<file path="src/pst_skid_buf.sv">
// Purpose: Two-entry buffer with registered outputs
// Assumes: Single clock, asynchronous active-high reset
// Notes:   Ready on the input drops only when both entries are held
module pst_skid_buf #(
   parameter int WIDTH = 9
) (
   // Clock and reset
   input  wire logic             clk_i,
   input  wire logic             reset_i,
   // Fill side
   input  wire logic             in_valid_i,
   input  wire logic [WIDTH-1:0] in_data_i,
   output logic                  in_ready_o,
   // Drain side
   output logic                  out_valid_o,
   output logic      [WIDTH-1:0] out_data_o,
   input  wire logic             out_ready_i
);
   logic             skid_valid_reg;
   logic [WIDTH-1:0] skid_data_reg;
   wire              pop  = out_valid_o & out_ready_i;
   wire              push = in_valid_i & ~skid_valid_reg;
   wire              head_free = ~out_valid_o | pop;

   assign in_ready_o = ~skid_valid_reg;

   always_ff @(posedge clk_i or posedge reset_i) begin
      if (reset_i) begin
         out_valid_o    <= 1'b0;
         out_data_o     <= '0;
         skid_valid_reg <= 1'b0;
         skid_data_reg  <= '0;
      end else if (pop && skid_valid_reg) begin
         out_data_o     <= skid_data_reg;
         skid_valid_reg <= 1'b0;
      end else if (head_free) begin
         out_valid_o <= push;
         if (push) begin
            out_data_o <= in_data_i;
         end
      end else if (push) begin
         skid_data_reg  <= in_data_i;
         skid_valid_reg <= 1'b1;
      end
   end
endmodule : pst_skid_buf

</file>
<file path="config.mk">
export PLATFORM = sky130hd
export DESIGN_NAME = pst_skid_buf
export DESIGN_NICKNAME = d
export VERILOG_FILES = /design/src/pst_skid_buf.sv
export SDC_FILE = /design/constraint.sdc
export NUM_CORES = 1
export LEC_CHECK = 0
export BUFFER_PORTS_ARGS = -buffer_cell sky130_fd_sc_hd__buf_2
export CAP_MARGIN = 10
export CORE_MARGIN = 2
export CORE_UTILIZATION = 44
export CTS_CLUSTER_SIZE = 28
export DETAILED_ROUTE_END_ITERATION = 8
export PLACE_DENSITY = 0.82
export SYNTH_ARGS = -nofsm -noshare
export SYNTH_HDL_FRONTEND = slang
export SYNTH_SLANG_ARGS = --single-unit
</file>
<file path="constraint.sdc">
create_clock -name clk_i -period 1.4 [get_ports clk_i]
set_clock_uncertainty 0.15 [all_clocks]
set_input_delay 0.07 -clock clk_i [delete_from_list [all_inputs] [get_ports clk_i]]
set_output_delay 0.07 -clock clk_i [all_outputs]
set_load 0.02 [all_outputs]
</file>
; Yosys cells after proc, flatten, opt, wreduce, memory -nomap -nowiden
; Cells that the tools add are included.
[classes]
n_eq_ne = 1
n_bitwise = 7
reduce_logical = 7
n_mux = 6
[op_table]
columns = op, count
row1 = $mux W9, 3
row2 = $reduce_and A2 Y1, 3
row3 = $not A1 Y1, 4
row4 = $reduce_bool A2 Y1, 2
row5 = $mux W1, 3
row6 = $reduce_and A3 Y1, 1
row7 = $and A1 B1 Y1, 2
row8 = $ne A2 B1 Y1 const B, 1
row9 = $logic_and A1 B1 Y1, 1
row10 = $or A1 B1 Y1, 1
[totals]
inputBits = 13
register_bits = 20
elab_cells = 25

; Longest topological paths before layout
[depth]
word_depth = 5
ltp_mapped = 3
mapped_depth_nobuf = 3

; Least setup slack after synthesis
; No wires, ideal clock.
[synth_timing]
path_type = reg2reg
from = register out_valid_o
to = register skid_data_reg[0]
required_time_ns = 1.125
n_path_buf = 0
slack_ns = -0.096
arrival_ns = 1.221
period_less_slack_ns = 1.496
stages_incl_launch_ff = 4
cell_sequence = dfrtp_1 > nand2b_4 > nor2_8 > mux2_4
[synth_via]
elab_chain_cells = 4
elab_cells_between_ends = 7
classes_between = 5 x bitwise / 2 x reduce/logical
[synth_lines]
columns = item, line_no
row1 = from (decl), 15  ; output logic out_valid_o,
row2 = from (signal assigned), 37  ; out_valid_o <= push;
row3 = $and A1 B1 Y1 or $not A1 Y1 (tied branches), "21, 23"
row4 = $or A1 B1 Y1 or $logic_and A1 B1 Y1 (tied branches), "23, 33"
row5 = $not A1 Y1 (no source line), n/a
row6 = $reduce_and A3 Y1 (no source line) (*), n/a
row7 = to (signal assigned), 42  ; skid_data_reg <= in_data_i;
row8 = to (decl), 20  ; logic [WIDTH-1:0] skid_data_reg;
; Every way passes the cells marked *; elsewhere a longest branch is shown, timed or not.
; A chain may end at the register's enable or synchronous reset.

; Final worst setup path
[layout_timing]
from = input in_valid_i
to = register skid_data_reg[7]
[layout_via]
elab_chain_cells = 2
[layout_lines]
columns = item, line_no
row1 = from (decl), 11  ; input wire logic in_valid_i,
row2 = $and A1 B1 Y1, 22  ; wire push = in_valid_i & ~skid_valid_reg;
row3 = $reduce_and A3 Y1 (no source line), n/a
; Every way passes these cells.

==> impl_metrics.xml <==
<?xml version="1.0" encoding="UTF-8"?>
<metrics>
  <group name="run_status">
    <metric name="run_status" unit="">finished clean</metric>
  </group>
  <group name="route">
    <metric name="antenna_left" unit="">0</metric>
    <metric name="detailedRoute.firstPassIterationCount" unit="">4</metric>
    <metric name="vias_per_cell" unit="">5.061</metric>
    <metric name="drt-wirelength-per-cell" unit="µm">14.32</metric>
    <metric name="drtIter0Drc" unit="">10</metric>
    <metric name="drc" unit="">0</metric>
    <metric name="detailroute.via_count" unit="">668</metric>
    <metric name="routed_wirelength" unit="µm">1890</metric>
  </group>
  <group name="final_layout">
    <metric name="most-common-layout-cells" unit="">23 x sky130_fd_sc_hd__buf_2, 19 x sky130_fd_sc_hd__dfrtp_1, 12 x sky130_fd_sc_hd__dlygate4sd3_1</metric>
    <metric name="finish.net_count" unit="">119</metric>
    <metric name="layout.cells.non_filler" unit="">132</metric>
    <metric name="antenna_cells" unit="">0</metric>
    <metric name="postLayoutCoreUtil" unit="">0.6582</metric>
    <metric name="drive_gt1_frac" unit="">0.5524</metric>
    <metric name="layout_overhead_on_the_synthesized_area" unit="%">40.98</metric>
    <metric name="layout.cells.most_common" unit="">sky130_fd_sc_hd__buf_2</metric>
  </group>
  <group name="worst_hold_path">
    <metric name="min_path_type" unit="">in2async</metric>
  </group>
  <group name="sta">
    <metric name="worst_pin_slew" unit="ns">0.3230</metric>
    <metric name="timing.fmax" unit="MHz">736.0</metric>
    <metric name="max-slew-margin-rel" unit="">0.7844</metric>
    <metric name="timing.final.crit_share" unit="">0.9704</metric>
    <metric name="timing.final.max_slew_violations" unit="">0</metric>
    <metric name="hold_viol" unit="">0</metric>
    <metric name="grt_setup_unrepaired" unit="">yes</metric>
    <metric name="timing.final.setup_violations" unit="">0</metric>
    <metric name="period_needed" unit="ns">1.359</metric>
  </group>
  <group name="job">
    <metric name="maxCapViolations" unit="">0</metric>
  </group>
  <group name="power_and_ir_drop">
    <metric name="cellLeakagePower" unit="nW">0.5890</metric>
    <metric name="vdd_ir_drop_max" unit="mV">1.230</metric>
    <metric name="power" unit="mW">2.810</metric>
    <metric name="power_density" unit="mW/mm²">2176</metric>
  </group>
  <group name="global_route">
    <metric name="first_global_vias" unit="">666</metric>
    <metric name="overflow" unit="">0</metric>
    <metric name="grt.total_usage" unit="">0.1688</metric>
    <metric name="first_pass_grt_wire_length" unit="µm">3125</metric>
    <metric name="grt_max_degree" unit="">14</metric>
    <metric name="initial_antenna_violation_count" unit="">0</metric>
  </group>
  <group name="clocking">
    <metric name="clk_path_buf_depth" unit="">2</metric>
    <metric name="cts.reportedPaths.clkPinSlew" unit="ns">0.12</metric>
    <metric name="clock_tree.root_cell" unit="">sky130_fd_sc_hd__clkbuf_4</metric>
    <metric name="clock_latency" unit="ns">0.30</metric>
    <metric name="cts_inserted_buffers" unit="">3</metric>
    <metric name="htree_levels" unit="">1</metric>
    <metric name="number_of_clock_sinks_seen_by_cts" unit="">20</metric>
    <metric name="clock_tree_from_tritoncts" unit="">built</metric>
  </group>
  <group name="place">
    <metric name="placed_cells" unit="">113</metric>
    <metric name="gp_routability_congestion" unit="">0.7300</metric>
    <metric name="port_buffers" unit="">23</metric>
    <metric name="hpwlAfterDp" unit="µm">1278</metric>
  </group>
  <group name="logic_synthesis">
    <metric name="netlist_instances" unit="">61</metric>
    <metric name="synthesis_warning_total" unit="">0</metric>
    <metric name="mappedNetlistArea" unit="µm²">915.9</metric>
    <metric name="yosys.cell_types.count" unit="">13</metric>
    <metric name="syn_nets" unit="">74</metric>
    <metric name="sequential_to_total_area_share_from_yosys_stat" unit="">0.5464</metric>
    <metric name="syn_avg_cell_area" unit="µm²">15.01</metric>
    <metric name="ys_ff_latch" unit="">20</metric>
  </group>
  <group name="worst_setup_path">
    <metric name="crit-reg2reg-capture" unit="">skid_data_reg[7]$_DFFE_PP0P_</metric>
    <metric name="cp_max_fo" unit="">5</metric>
    <metric name="type_of_destination_of_the_critical_path" unit="">flip-flop</metric>
    <metric name="rrSetupSlack" unit="ns">0.04</metric>
    <metric name="critical_path.startpoint_type" unit="">primary input</metric>
    <metric name="critical_path_class" unit="">in2reg</metric>
    <metric name="crit-reg2reg-launch" unit="">skid_valid_reg$_DFFE_PP0P_</metric>
    <metric name="worstPathRequired" unit="ns">1.44</metric>
    <metric name="rr_worst_depth" unit="">3</metric>
    <metric name="timing.critical_path.arrival" unit="ns">1.40</metric>
  </group>
  <group name="die">
    <metric name="floorplan.die_area" unit="mm²">0.002463</metric>
    <metric name="placementRows" unit="">16</metric>
    <metric name="core-area" unit="mm²">0.001962</metric>
    <metric name="die-height" unit="µm">49.63</metric>
    <metric name="top_level_ports" unit="">24</metric>
    <metric name="die_w" unit="µm">49.63</metric>
    <metric name="initial_utilization" unit="">0.4668</metric>
  </group>
</metrics>
==> final cells by class <==
cell class              instances  area, µm²
flip-flops and latches         20      501.7
fillers                       156      670.6
clock buffers                   3      22.52
repair buffers                 38      257.7
clock inverters                 1      30.03
multi-input cells              40      434.2
well taps                      27      33.78
inverters                       3      11.26
==> critical path: stages <==
cell and delay [ns]:
sky130_fd_sc_hd__dlygate4sd3_1 0.53, sky130_fd_sc_hd__buf_2 0.17, sky130_fd_sc_hd__nand2b_4 0.13, sky130_fd_sc_hd__nor2_8 0.18
sky130_fd_sc_hd__mux2_4 0.32
==> worst max-delay path by stage <==
stage	start	end	slack, ns	depth (start not counted)
after detailed placement	out_valid_o$_DFFE_PP0P_	skid_data_reg[0]$_DFFE_PP0P_	0.007	3
after CTS	out_valid_o$_DFFE_PP0P_	skid_data_reg[7]$_DFFE_PP0P_	-0.001	3
after global routing	out_valid_o$_DFFE_PP0P_	skid_data_reg[8]$_DFFE_PP0P_	-0.006	3
final	in_valid_i	skid_data_reg[7]$_DFFE_PP0P_	0.04	5
after global placement	skid_valid_reg$_DFFE_PP0P_	skid_data_reg[4]$_DFFE_PP0P_	0.05	3
after floorplan	out_valid_o$_DFFE_PP0P_	skid_data_reg[0]$_DFFE_PP0P_	0.02	3
==> layer usage <==
metal / vias to the layer above / share of wire / GRT usage
met5: - / 0 / 0
met4: 0 / 0 / 0.02778
met3: 0 / 0.046 / 0.05455
met2: 18 / 0.49 / 0.2733
met1: 334 / 0.47 / 0.2244
li1: 316 / - / -
==> through the flow <==
| stage | cell area, µm² | setup TNS (ns) | hold WS, ns | setup WS [ns] |
|---|---|---|---|---|
| floorplan | 917.1 | 0 | -0.1162 | 0.01808 |
| global placement | 1081 | 0 | -0.1294 | 0.05075 |
| detailed placement | 1081 | 0 | -0.1188 | 0.006849 |
| CTS | 1254 | -0.001304 | 0.08652 | -0.001304 |
| global route | 1291 | -0.008786 | 0.1101 | -0.006309 |
| finish | 1291 | 0 | 0.08744 | 0.04138 |
==> Yosys cell counts (all sizes together) <==
cell     n  share of area
inv      3          0.012
o221a    9           0.11
mux2     9           0.15
nand2    2          0.011
o21ai    1         0.0055
a21boi   1          0.020
nand2b   2          0.030
dfrtp   20           0.55
nor2     1          0.022
a21oi    2          0.011
or2      9          0.061
nand3    2          0.022
==> kinds of logic after synthesis <==
kind of cell | Yosys count | synth area share
AOI/OAI and AO/OA | 13 | 0.1475
buffers and inverters | 3 | 0.01229
DFF | 20 | 0.5464
muxes | 9 | 0.1475
and+or+nand+nor | 16 | 0.1462
==> repair_timing <==
| action | in CTS | in global routing |
|---|---|---|
| hold endpoints to repair | 40 | 0 |
| endpoints found under the setup margin | 1 | 18 |
| hold buffers | 12 | 0 |
| buffers inserted | 0 | 1 |
| gates resized for setup | 0 | 1 |
| cloned | 0 | 2 |
==> power by group <==
group	total (mW)	switching, mW	leakage, nW	internal, mW
logic	1.30	0.635	0.332	0.664
clock network	0.471	0.181	0.0279	0.290
registers	1.04	0.168	0.229	0.872
Power figures use the tool's default switching activity.
